## config.mk

```make
export PLATFORM = sky130hd
export DESIGN_NAME = iuv_regs
export DESIGN_NICKNAME = d
export VERILOG_FILES = /design/src/iuv_pkg.sv /design/src/iuv_tick.sv /design/src/iuv_regs.sv
export VERILOG_INCLUDE_DIRS = /design/src
export SDC_FILE = /design/constraint.sdc
export NUM_CORES = 1
export LEC_CHECK = 0
export ABC_CLOCK_PERIOD_IN_PS = 12080
export BUFFER_PORTS_ARGS = -buffer_cell sky130_fd_sc_hd__clkbuf_2
export CORE_UTILIZATION = 63
export CTS_CLUSTER_DIAMETER = 150
export CTS_CLUSTER_SIZE = 12
export DETAILED_ROUTE_END_ITERATION = 10
export GPL_TIMING_DRIVEN = 0
export PLACE_DENSITY = 0.83
export SETUP_SLACK_MARGIN = 0.5
export SYNTH_ARGS = -nofsm -noshare
export SYNTH_HDL_FRONTEND = slang
export SYNTH_HIERARCHICAL = 1
export SYNTH_SLANG_ARGS = --single-unit
```

## constraint.sdc

```tcl
create_clock -name clk -period 12.08 [get_ports clk]
set_clock_uncertainty 0.2 [all_clocks]
set_input_delay 1.812 -clock clk [delete_from_list [all_inputs] [get_ports clk]]
set_output_delay 1.812 -clock clk [all_outputs]
set_load 0.01 [all_outputs]
```

## src/iuv_defines.svh

```systemverilog
// Constants of the input undervoltage fault register bank.
// Included by the package and the design modules by bare name.
`ifndef IUV_DEFINES_SVH
`define IUV_DEFINES_SVH
// Command codes and page
`define IUV_CMD_THRESHOLD 8'h59
`define IUV_CMD_ACTION 8'h5a
`define IUV_PAGE_ONLY 8'h00
// Reset values
`define IUV_THRESHOLD_RST 16'h02d0
`define IUV_ACTION_RST 8'hbc
// Action field positions
`define IUV_BEHAV_HI 7
`define IUV_BEHAV_LO 6
`define IUV_RETRY_HI 5
`define IUV_RETRY_LO 3
`define IUV_DELAY_HI 2
`define IUV_DELAY_LO 0
// Field codes
`define IUV_BEHAV_CONTINUE 2'b00
`define IUV_BEHAV_DISABLE 2'b10
`define IUV_RETRY_NONE 3'b000
`define IUV_RETRY_FOREVER 3'b111
`define IUV_DELAY_MAX_CODE 3'b111
// Timing: 25 ms per delay step, 175 ms for the top code, 8 ns clock
`define IUV_CLK_NS 8
`define IUV_DELAY_STEP_MS 25
`define IUV_DELAY_TOP_MS 175
`define IUV_MS_CYCLES (1000000 / `IUV_CLK_NS)
`endif

```

## src/iuv_pkg.sv

```systemverilog
// Types of the input undervoltage fault register bank.
// Needs iuv_defines.svh on the include path.
`include "iuv_defines.svh"
package iuv_pkg;
   typedef enum {IUV_RUN, IUV_FAULT_OFF, IUV_WAIT, IUV_LATCHED} iuv_state_e;
   typedef logic [15:0] iuv_word_t;
endpackage : iuv_pkg

```

## src/iuv_tick.sv

```systemverilog
// Millisecond enable divider for the retry delay.
// Runs on the single management clock.
`timescale 1ns/10ps
`include "iuv_defines.svh"
module iuv_tick #(
   parameter int CYCLES_PER_MS = `IUV_MS_CYCLES
) (
   // Clock and reset
   input wire logic clk,
   input wire logic rst,
   // Enable pulse
   output logic ms_tick
);
   initial begin
      if (CYCLES_PER_MS < 1) $error("CYCLES_PER_MS must be at least 1");
   end
   logic [31:0] cnt_q, cnt_d;
   logic tick_q, tick_d;
   // Count down one millisecond
   always_comb begin
      tick_d = (cnt_q == 32'h0);
      cnt_d = tick_d ? 32'(CYCLES_PER_MS - 1) : cnt_q - 32'h1;
   end
   always_ff @(posedge clk) begin
      if (rst) begin
         cnt_q <= 32'h0;
         tick_q <= 1'b0;
      end else begin
         cnt_q <= cnt_d;
         tick_q <= tick_d;
      end
   end
   assign ms_tick = tick_q;
endmodule : iuv_tick

```

## src/iuv_regs.sv

```systemverilog
// Input undervoltage fault threshold and action registers with response logic.
// Command writes/reads arrive already decoded from the management bus engine.
// How it works
// Threshold LSB weighs 10 mV of input voltage.
// Threshold is signed two's complement, -327680 to 327670 mV.
// Threshold is a two-byte read/write command; mV equals raw times ten.
// Threshold resets to 02D0h, that is 7200 mV.
// Both commands are paged; only page 00h is accepted.
// Host should set threshold to zero when using turn-on/off levels.
// Fault clears only once input exceeds threshold plus one sixteenth.
// Action register is a one-byte read/write bit field.
// Action resets to BCh, disable and retry.
// Bits 7:6: 00 continue, 10 disable and retry; alert and status set.
// Bits 5:3: 000 stay off until restart, 111 retry without limit.
// Bits 2:0: 0 ms, 25 ms per step, or 175 ms retry delay.
// Fault declared when input falls below threshold; response applied.
`timescale 1ns/10ps
`include "iuv_defines.svh"
module iuv_regs
   import iuv_pkg::*;
#(
   parameter int CYCLES_PER_MS = `IUV_MS_CYCLES
) (
   // Clock and reset
   input wire logic clk,
   input wire logic rst,
   // Decoded command access
   input wire logic cmd_wr,
   input wire logic cmd_rd,
   input wire logic [7:0] cmd_code,
   input wire logic [7:0] cmd_page,
   input wire logic [15:0] cmd_wdata,
   output logic [15:0] cmd_rdata,
   output logic cmd_ack,
   output logic cmd_nack,
   // Input voltage sample in 10 mV units, signed
   input wire logic signed [15:0] vin_meas,
   // Restart, off and status clear requests
   input wire logic restart,
   input wire logic cmd_off,
   input wire logic status_clear,
   // Fault outputs
   output logic uv_fault,
   output logic output_enable,
   output logic alert_out_n,
   output logic status_uv
);
   initial begin
      if (CYCLES_PER_MS < 1) $error("CYCLES_PER_MS must be at least 1");
   end
   logic ms_tick;
   iuv_tick #(.CYCLES_PER_MS(CYCLES_PER_MS)) u_tick (
      .clk(clk),
      .rst(rst),
      .ms_tick(ms_tick)
   );

   // Delay in ms for a delay code
   function automatic logic [7:0] delay_ms(input logic [2:0] code);
      if (code == `IUV_DELAY_MAX_CODE) delay_ms = 8'(`IUV_DELAY_TOP_MS);
      else delay_ms = 8'(code * `IUV_DELAY_STEP_MS);
   endfunction : delay_ms

   // Command accepted only on the single page
   function automatic logic hit(input logic [7:0] code, input logic [7:0] page,
                                input logic [7:0] want);
      hit = (code == want) && (page == `IUV_PAGE_ONLY);
   endfunction : hit

   logic signed [15:0] thr_q, thr_d;
   logic [7:0] act_q, act_d;
   logic [15:0] rdata_q, rdata_d;
   logic ack_q, ack_d, nack_q, nack_d;
   // Register file writes and reads
   always_comb begin
      thr_d = thr_q;
      act_d = act_q;
      rdata_d = rdata_q;
      ack_d = 1'b0;
      nack_d = 1'b0;
      if (cmd_wr || cmd_rd) begin
         if (hit(cmd_code, cmd_page, `IUV_CMD_THRESHOLD)) begin
            ack_d = 1'b1;
            if (cmd_wr) thr_d = cmd_wdata;
            else rdata_d = thr_q;
         end else if (hit(cmd_code, cmd_page, `IUV_CMD_ACTION)) begin
            ack_d = 1'b1;
            if (cmd_wr) act_d = cmd_wdata[7:0];
            else rdata_d = {8'h00, act_q};
         end else begin
            nack_d = 1'b1;
         end
      end
   end
   always_ff @(posedge clk) begin
      if (rst) begin
         thr_q <= `IUV_THRESHOLD_RST;
         act_q <= `IUV_ACTION_RST;
         rdata_q <= 16'h0000;
         ack_q <= 1'b0;
         nack_q <= 1'b0;
      end else begin
         thr_q <= thr_d;
         act_q <= act_d;
         rdata_q <= rdata_d;
         ack_q <= ack_d;
         nack_q <= nack_d;
      end
   end

   // Trip and clear levels, both in 10 mV units; 17-bit to avoid overflow
   logic signed [16:0] clear_lvl;
   logic below, above_clear;
   assign clear_lvl = 17'(thr_q) + 17'(thr_q >>> 4);
   assign below = vin_meas < thr_q;
   assign above_clear = 17'(vin_meas) > clear_lvl;

   logic [1:0] behav;
   logic [2:0] retry;
   assign behav = act_q[`IUV_BEHAV_HI:`IUV_BEHAV_LO];
   assign retry = act_q[`IUV_RETRY_HI:`IUV_RETRY_LO];

   iuv_state_e st_q, st_d;
   logic fault_q, fault_d, en_q, en_d, alert_q, alert_d, stat_q, stat_d;
   logic [7:0] wait_q, wait_d;
   // Fault detection and response sequencing
   always_comb begin
      st_d = st_q;
      wait_d = wait_q;
      fault_d = fault_q;
      if (!fault_q && below) fault_d = 1'b1;
      else if (fault_q && above_clear) fault_d = 1'b0;
      // Status set wins over clear
      stat_d = (below && !fault_q) ? 1'b1 : (status_clear ? 1'b0 : stat_q);
      alert_d = !stat_d;
      case (st_q)
         IUV_RUN: begin
            if (below && behav == `IUV_BEHAV_DISABLE) st_d = IUV_FAULT_OFF;
         end
         IUV_FAULT_OFF: begin
            if (retry == `IUV_RETRY_FOREVER) begin
               st_d = IUV_WAIT;
               wait_d = delay_ms(act_q[`IUV_DELAY_HI:`IUV_DELAY_LO]);
            end else st_d = IUV_LATCHED;
         end
         IUV_WAIT: begin
            if (cmd_off) st_d = IUV_LATCHED;
            else if (wait_q == 8'h00 && !fault_d) st_d = IUV_RUN;
            else if (ms_tick && wait_q != 8'h00) wait_d = wait_q - 8'h01;
         end
         IUV_LATCHED: begin
            if (restart) st_d = IUV_RUN;
         end
         default: st_d = IUV_RUN;
      endcase
      en_d = (st_d == IUV_RUN);
   end
   always_ff @(posedge clk) begin
      if (rst) begin
         st_q <= IUV_RUN;
         wait_q <= 8'h00;
         fault_q <= 1'b0;
         en_q <= 1'b1;
         alert_q <= 1'b1;
         stat_q <= 1'b0;
      end else begin
         st_q <= st_d;
         wait_q <= wait_d;
         fault_q <= fault_d;
         en_q <= en_d;
         alert_q <= alert_d;
         stat_q <= stat_d;
      end
   end

   assign cmd_rdata = rdata_q;
   assign cmd_ack = ack_q;
   assign cmd_nack = nack_q;
   assign uv_fault = fault_q;
   assign output_enable = en_q;
   assign alert_out_n = alert_q;
   assign status_uv = stat_q;

   // Checks
   property p_thr_write;
      @(posedge clk) disable iff (rst)
      (cmd_wr && hit(cmd_code, cmd_page, `IUV_CMD_THRESHOLD)) |=> (thr_q == $past(cmd_wdata));
   endproperty
   a_thr_write: assert property (p_thr_write) else $error("threshold write lost");
   property p_bad_page;
      @(posedge clk) disable iff (rst)
      ((cmd_wr || cmd_rd) && cmd_page != `IUV_PAGE_ONLY) |=> (cmd_nack && $stable(thr_q));
   endproperty
   a_bad_page: assert property (p_bad_page) else $error("wrong page accepted");
   property p_reset_vals;
      @(posedge clk) rst |=> (thr_q == `IUV_THRESHOLD_RST && act_q == `IUV_ACTION_RST);
   endproperty
   a_reset_vals: assert property (p_reset_vals) else $error("bad reset values");
   property p_trip;
      @(posedge clk) disable iff (rst) (!fault_q && below) |=> (fault_q && !alert_out_n);
   endproperty
   a_trip: assert property (p_trip) else $error("fault not declared");
   property p_hold;
      @(posedge clk) disable iff (rst) (fault_q && !above_clear) |=> fault_q;
   endproperty
   a_hold: assert property (p_hold) else $error("fault cleared early");
   property p_disable;
      @(posedge clk) disable iff (rst)
      (st_q == IUV_RUN && below && behav == `IUV_BEHAV_DISABLE) |=> ##1 !output_enable;
   endproperty
   a_disable: assert property (p_disable) else $error("output not disabled");
   property p_continue;
      @(posedge clk) disable iff (rst)
      (st_q == IUV_RUN && behav == `IUV_BEHAV_CONTINUE) |=> st_q == IUV_RUN;
   endproperty
   a_continue: assert property (p_continue) else $error("continue mode stopped");
   property p_latch;
      @(posedge clk) disable iff (rst)
      (st_q == IUV_FAULT_OFF && retry == `IUV_RETRY_NONE) |=> st_q == IUV_LATCHED;
   endproperty
   a_latch: assert property (p_latch) else $error("no-retry did not latch");
   property p_delay_load;
      @(posedge clk) disable iff (rst)
      (st_q == IUV_FAULT_OFF && retry == `IUV_RETRY_FOREVER && act_q[2:0] == 3'b111)
      |=> wait_q == 8'd175;
   endproperty
   a_delay_load: assert property (p_delay_load) else $error("retry delay wrong");
endmodule : iuv_regs

```

==> results of run 1 <==
==> cell type report <==
type	count	share of cell area
plain buffers	24	0.0156
multi-input cells	536	0.493
inverters	31	0.0158
clock inverters	14	0.0225
well taps	129	0.0219
flip-flops and latches	119	0.323
repair buffers	75	0.0509
clock buffers	18	0.0580
==> layout by cell type (no fill, tap or decap), drive strengths merged, types with 10 or more instances in the layout <==
master    n
conb     30
a21oi    51
nand2    46
nor4     27
o21ai    17
buf      10
inv      37
nor2     72
clkbuf  107
nand3    33
ha       53
xnor2    24
a21o     11
a211oi   16
xor2     12
mux2i    17
dfxtp   119
nor3     19
==> logic make-up (layout without fill, tap and decap cells) <==
logic type / Yosys count / count (layout) / share of synthesized area
AND/OR/NAND/NOR: 265 / 265 / 0.238
AO/OA/AOI/OAI: 134 / 134 / 0.145
flip-flops: 119 / 119 / 0.388
buffers and inverters: 55 / 162 / 0.0377
adder cells (fa/ha/maj): 54 / 54 / 0.111
XOR/XNOR: 36 / 36 / 0.0513
multiplexers: 17 / 17 / 0.0277
other: 1 / 30 / 0.000611
==> routing by layer <==
layer  routed length [µm]  up-vias
li1                     -     2685
met1                 6330     2561
met2                 7450      197
met3                  841       36
met4                  364        0
met5                    0        -
==> through the flow <==
step                      hold slack (ns)  setup slack (ns)  utilization  area [µm²]  cells
after floorplan                     0.233              7.96            -        6250    710
after global placement              0.246              7.17        0.728        6790    914
after detailed placement            0.258              7.03        0.728        6790    914
after CTS                           0.272              6.97        0.791        7380    946
after global routing                0.289              6.60        0.791        7380    946
final                               0.267              6.96        0.791        7380    946
==> state kept, by name (all words and copies together), names as in the netlist <==
signal          count
status_uv           1
thr_q              16
act_q               8
u_tick/ms_tick      1
output_enable       1
cmd_nack            1
uv_fault            1
wait_q              8
cmd_rdata          16
cmd_ack             1
st_q               32
alert_out_n         1
u_tick/cnt_q       32
==> worst reg2reg max path, cell delays in order, from the launching register on <==
cell and delay, ns:
dfxtp_1 0.35, ha_1 0.26, fa_1 0.44, a211oi_1 0.31, o21ai_0 0.19, a311oi_1 0.48, nor2_1 0.10, o41ai_1 0.35
nand2b_1 0.11, xnor2_1 0.18, ha_1 0.26, a21o_1 0.17, a211oi_1 0.22, o21ai_0 0.12, o311ai_0 0.67, o21ai_0 0.19
o21ai_0 0.28, and2_1 0.17
==> where the power goes <==
group / internal (mW) / switching [mW] / total, mW
clock: 0.305 / 0.193 / 0.498
combinational: 0.166 / 0.251 / 0.417
sequential: 0.440 / 0.0487 / 0.488
total: 0.911 / 0.493 / 1.40
==> final timing paths <==
path,cells after the start,start,endpoint
max reg2reg,17,thr_q[0],st_q[1]
min reg2reg,1,u_tick/cnt_q[0],u_tick/cnt_q[0]
min,1,u_tick/cnt_q[0],u_tick/cnt_q[0]
max,17,thr_q[0],st_q[1]
==> results.md, run 1 <==
* Status: completed
* Delay of the slowest cell on the worst path at 0.67 ns
* Met1 Usage GRT at 0.364
* Drt drc at 0
* Final setup fails at 0
* Die outline width at 101 µm
* CP Cell Sequence: ha_1 -> fa_1 -> a211oi_1 -> o21ai_0 -> a311oi_1 -> nor2_1 -> o41ai_1 -> nand2b_1 -> xnor2_1 -> ha_1 -> a21o_1 -> a211oi_1 -> o21ai_0 -> o311ai_0 -> o21ai_0 -> o21ai_0 -> and2_1
* Syn_area_per_cell at 9.02 µm²
* Clock buffer depth at 2
* Iteration-0 DRC Markers at 334
* Final WL at around 15000 µm
* Critical path buffers and inverters at 0
* Critical path class: flop to flop
* Number of nets still failing antenna checks after routing at 0
* Vias at 5479
* Startpoint Class: flop
* Final GP Congestion at 0.905
* RSZ-0062 raised after global routing: no
* Area occupied by multi-input gates at 0.00364 mm²
* Layer with the highest usage: met2
* GR Util met3 at 0.0534
* Max Freq at 195 MHz
* Initial antenna violation count at 0
* Vias in the first global route at approximately 5.2k
* Slowest-stage cell, CP: o311ai_0
* Synth area leader: dfxtp_1
* #FFs+latches synth at 119
* Largest net degree at the start of global routing at 17
* Port bufs at 75
* Fin. max-slew vios at 0
* Die area at 0.0101 mm²
* Yosys top cell area share at 0.388
* CTS tree: yes
* Nets at 913
* Die Height at 101 µm
* Avg WL per Cell at 15.8 µm
* Hold_buf cts at 0
* Top post-synthesis cells by area: dfxtp_1 39%, ha_1 11%, nor2_1 4.3%, a21oi_1 4.1%, xnor2_1 3.4%
* LEAKAGE at ~3.1 nW
* DRT Pass-1 Iters at 5
* Req. time, crit path at 12.34 ns
* Vias/cell at 5.79
* Htree depth at 4
* Total Power at 1.40 mW
* R2r setup slk at 6.96 ns
* Cts repair resizes at 0
* Num rows at 35
* Final Hold Vio Count at 0
* Register area share after synthesis at 0.388
* GR Overflow Total at 0
* Mapped Area at 0.00614 mm²
* Core area at 0.00933 mm²
* Crit path top cell by count: o21ai_0
* Power Density at 190 mW/mm²
* # fillers at 637
* HP Class: flop to flop
* MaxCap Viol Count at 0
* Most frequent cell after synthesis: dfxtp_1
* # IOs at 77
* Overall Global Routing Usage at 0.306
* Synth Warn # at 6
* Diode count at 0
* Top FF cell, synth: dfxtp_1
* Post-layout min period at 5.12 ns
* Commonest cells in the netlist: 119 x dfxtp_1, 71 x nor2_1, 53 x ha_1, 50 x a21oi_1, 46 x nand2_1
* CTS Root Cell: clkbuf_8
* Setup TNS at 0 ns
* DP HPWL at 11100 µm
* Post-synthesis cell type count at 75
* Buffer count from post-CTS setup fixing at 0
* First-pass GRT wire length at 23900 µm
* Cts bufs inserted at 17
* Post-Syn Instances at 681
* Worst path top cell family by delay: compound AO/OA/AOI/OAI gates
* Worst-Skew Late Latency at between 0.5 and 0.6 ns
* Number of synthesized flops with an enable pin at 0
* Slew HR at 0.396
* Setup crit end kind: flop
* Area Growth Syn to Fin at 20.2%
* Share of cells above drive strength 1 at 0.173
* Part of the cycle the worst path needs at 0.424
* Number of clock sinks at approximately 120
* Grt met2 use at 0.543
* Worst Tran Pin Value at 0.901 ns
* Worst IR drop on VDD at 0.159 mV
* Starting Density at 0.658
* Worst path arrival time at 5.38 ns
* FF+latch area at 0.00238 mm²
* Crit-path max FO at 4
* Ys async rst share at 0
* Clock transition at path regs at 0.06 ns
Note: power is estimated with default switching activity, not from simulation.
==> run 2, diff against run 1 <==
ABC_AREA = 1   (was unset)
ABC_CLOCK_PERIOD_IN_PS = 4500   (was 12080)
CORE_UTILIZATION = 53   (was 63)
PLACE_DENSITY = 0.73   (was 0.83)
clock period = 4.5 ns   (was 12.08 ns; I/O delays follow)
==> results.md, run 2 <==
* Status: completed (unchanged)
* R2r setup slk at 0.69 ns (was 6.96 ns)
* Cts bufs inserted at 17 (unchanged)
* Register area share after synthesis at 0.354 (was 0.388)
* CTS Root Cell: clkbuf_16 (was clkbuf_8)
* Clock buffer depth at 2 (unchanged)
* Hold_buf cts at 0 (unchanged)
* # IOs at 77 (unchanged)
* Post-synthesis cell type count at 52 (was 75)
* Internal power at 2.77 mW (was 0.911 mW)
* Die area at 0.0131 mm² (was 0.0101 mm²)
* Max Freq at 263 MHz (was 195 MHz)
* Overall Global Routing Usage at 0.263 (was 0.306)
* Commonest cells in the netlist: 220 x nand2_1, 125 x nor2_1, 119 x dfxtp_1, 110 x inv_1, 71 x a21oi_1 (was 119 x dfxtp_1, 71 x nor2_1, 53 x ha_1, 50 x a21oi_1, 46 x nand2_1)
* Top FF cell, synth: dfxtp_1 (unchanged)
* Crit path top cell by count: nand2_1 (was o21ai_0)
* DP HPWL at 12500 µm (was 11100 µm)
* Slew HR at 0.474 (was 0.396)
* Post-Syn Instances at 941 (was 681)
* Delay of the slowest cell on the worst path at 0.40 ns (was 0.67 ns)
* Final WL at 16600 µm (was 15000 µm)
* Vias at 6334 (was 5479)
* Setup TNS at 0 ns (unchanged)
* Req. time, crit path at 4.57 ns (was 12.34 ns)
* Most frequent cells in the layout: 219 x nand2_1, 124 x nor2_1, 117 x dfxtp_1 (was 119 x dfxtp_1, 75 x clkbuf_2, 71 x nor2_1)
* Sequential share of power at 0.296 (was 0.348)
* Ys async rst share at 0 (unchanged)
* RSZ-0062 raised after global routing: no (unchanged)
* Htree depth at 4 (unchanged)
* Comb pwr share at 0.367 (was 0.297)
* Largest net degree at the start of global routing at 17 (unchanged)
* Drt drc at 0 (unchanged)
* Fin. max-slew vios at 0 (unchanged)
* Core area at 0.0122 mm² (was 0.00933 mm²)
* #FFs+latches synth at 119 (unchanged)
* Number of clock sinks at 119 (unchanged)
* Slowest-stage cell, CP: dfxtp_2 (was o311ai_0)
* Diode count at 0 (unchanged)
* Area Growth Syn to Fin at 20.8% (was 20.2%)
* Critical path class: flop to flop (unchanged)
* Pre-CTS WS at 0.727 ns (was 7.03 ns)
* Die outline width at 115 µm (was 101 µm)
* Number of nets still failing antenna checks after routing at 0 (unchanged)
* HP Class: flop to flop (unchanged)
* Most common cell after layout, fill and taps aside: nand2_1 (was dfxtp_1)
* Port bufs at 75 (unchanged)
* Num rows at 40 (was 35)
* Part of the cycle the worst path needs at 0.846 (was 0.424)
* LEAKAGE at 3.98 nW (was 3.13 nW)
* Sw Share at 0.386 (was 0.351)
* Post-layout min period at 3.81 ns (was 5.12 ns)
* Crit-path max FO at 4 (unchanged)
* Initial antenna violation count at 0 (unchanged)
* Worst path arrival time at 3.88 ns (was 5.38 ns)
* Number of synthesized flops with an enable pin at 0 (unchanged)
* Die Height at 115 µm (was 101 µm)
* GR Overflow Total at 0 (unchanged)
* CTS tree: yes (unchanged)
* Final worst setup slack at 0.692 ns (was 6.96 ns)
* Final GP Congestion at 0.941 (was 0.905)
* Total Power at 4.50 mW (was 1.40 mW)
* Worst-Skew Late Latency at 0.42 ns (was 0.52 ns)
* Worst Tran Pin Value at 0.784 ns (was 0.901 ns)
* Power Density at 554 mW/mm² (was 190 mW/mm²)
* Most frequent cell after synthesis: nand2_1 (was dfxtp_1)
* Clock transition at path regs at 0.06 ns (about the same)
* DRT Pass-1 Iters at 6 (was 5)
* Nets at 1174 (was 913)
* Share of cells above drive strength 1 at 0.164 (was 0.173)
* Setup crit end kind: flop (unchanged)
* Mapped Area at 0.00673 mm² (was 0.00614 mm²)
* Syn_area_per_cell at 7.15 µm² (was 9.02 µm²)
* Startpoint Class: flop (unchanged)
* Worst IR drop on VDD at 0.423 mV (was 0.159 mV)
* Vias/cell at 5.08 (was 5.79)
* Top post-synthesis cells by area: dfxtp_1 35%, nand2_1 12%, ha_1 9.9%, nor2_1 7.0%, inv_1 6.1% (was dfxtp_1 39%, ha_1 11%, nor2_1 4.3%, a21oi_1 4.1%, xnor2_1 3.4%)
* Iteration-0 DRC Markers at 446 (was 334)
* Starting Density at 0.551 (was 0.658)
* Regs by FF count: st_q: 32 flops, u_tick/cnt_q: 32 flops (unchanged)
* Final Hold Vio Count at 0 (unchanged)
* Clk pwr share at 0.336 (was 0.355)
* Yosys top cell area share at 0.354 (was 0.388)
* Switching power at 1.74 mW (was 0.493 mW)
* MaxCap Viol Count at 0 (unchanged)
* Synth area leader: dfxtp_1 (unchanged)
* Synth Warn # at 6 (unchanged)
* Final setup fails at 0 (unchanged)
* Vias in the first global route at 5564 (was 5233)
* First-pass GRT wire length at 26600 µm (was 23900 µm)
* Avg WL per Cell at 13.3 µm (was 15.8 µm)
run 2: cell count changes after synthesis, moves of 19 or more:
cell	before	now
nor4_1	22	3
a21oi_1	50	71
o21ai_0	17	49
nor2_1	71	125
nand2_1	46	220
inv_1	31	110
run 2: final timing paths:
| check | from | end | cells past startpoint |
|---|---|---|---|
| max | thr_q[4] | st_q[1] | 28 |
| min | cmd_rdata[8] | cmd_rdata[8] | 2 |
| max reg2reg | thr_q[4] | st_q[1] | 28 |
| min reg2reg | cmd_rdata[8] | cmd_rdata[8] | 2 |
run 2: worst max-delay path: cells and delay by family, from the launching register on:
kind                       cells  cell delay (ns)
adders and majority gates      3             0.76
AOI/OAI and AO/OA              4             0.42
buffers and inverters          1             0.05
xor gates and xnor gates       1             0.23
and+or+nand+nor               19             1.58
DFF                            1             0.40
run 2: cells by family after synthesis:
group,share of synthesized area
adders and majority gates,0.102
xor gates and xnor gates,0.0326
buffers and inverters,0.0772
AOI/OAI and AO/OA,0.134
and+or+nand+nor,0.300
DFF,0.354
other,0.000558
run 2: per-layer routing:
metal / track usage / vias to the layer above / share of wire
li1: - / 3287 / -
met1: 0.360 / 2838 / 0.47
met2: 0.412 / 196 / 0.45
met3: 0.0646 / 13 / 0.074
met4: 0.0727 / 0 / 0.0093
met5: 0 / - / 0
run 2: through the flow:
stage          cells  hold WS, ns  instance area, µm²   util
4_1_cts         1245        0.263                8090  0.662
3_5_place_dp    1213        0.256                7420  0.608
2_1_floorplan    970        0.244                6830      -
3_3_place_gp    1213        0.252                7420  0.608
6_report        1246        0.262                8120  0.665
5_1_grt         1246        0.277                8120  0.665
run 2: timing repair:
item | in CTS | in global routing
gates resized for setup | 0 | 10
setup buffers | 0 | 1
setup endpoints to repair | 0 | 5
run 2: cell type report:
cell class              instances  area [µm²]
fillers                      1138        4090
repair buffers                 76         383
flip-flops and latches        119        2380
clock inverters                11         195
well taps                     168         210
multi-input cells             720        3960
inverters                     117         439
plain buffers                  14        80.1
clock buffers                  21         470
run 2: power groups by stage:
stage               combinational (mW)  clock, mW  sequential (mW)
global placement                  1.58          0             1.35
CTS                               1.63       1.53             1.33
finish                            1.65       1.51             1.33
floorplan                         1.28          0             1.32
global route                      1.86       1.58             1.35
detailed placement                1.60          0             1.35
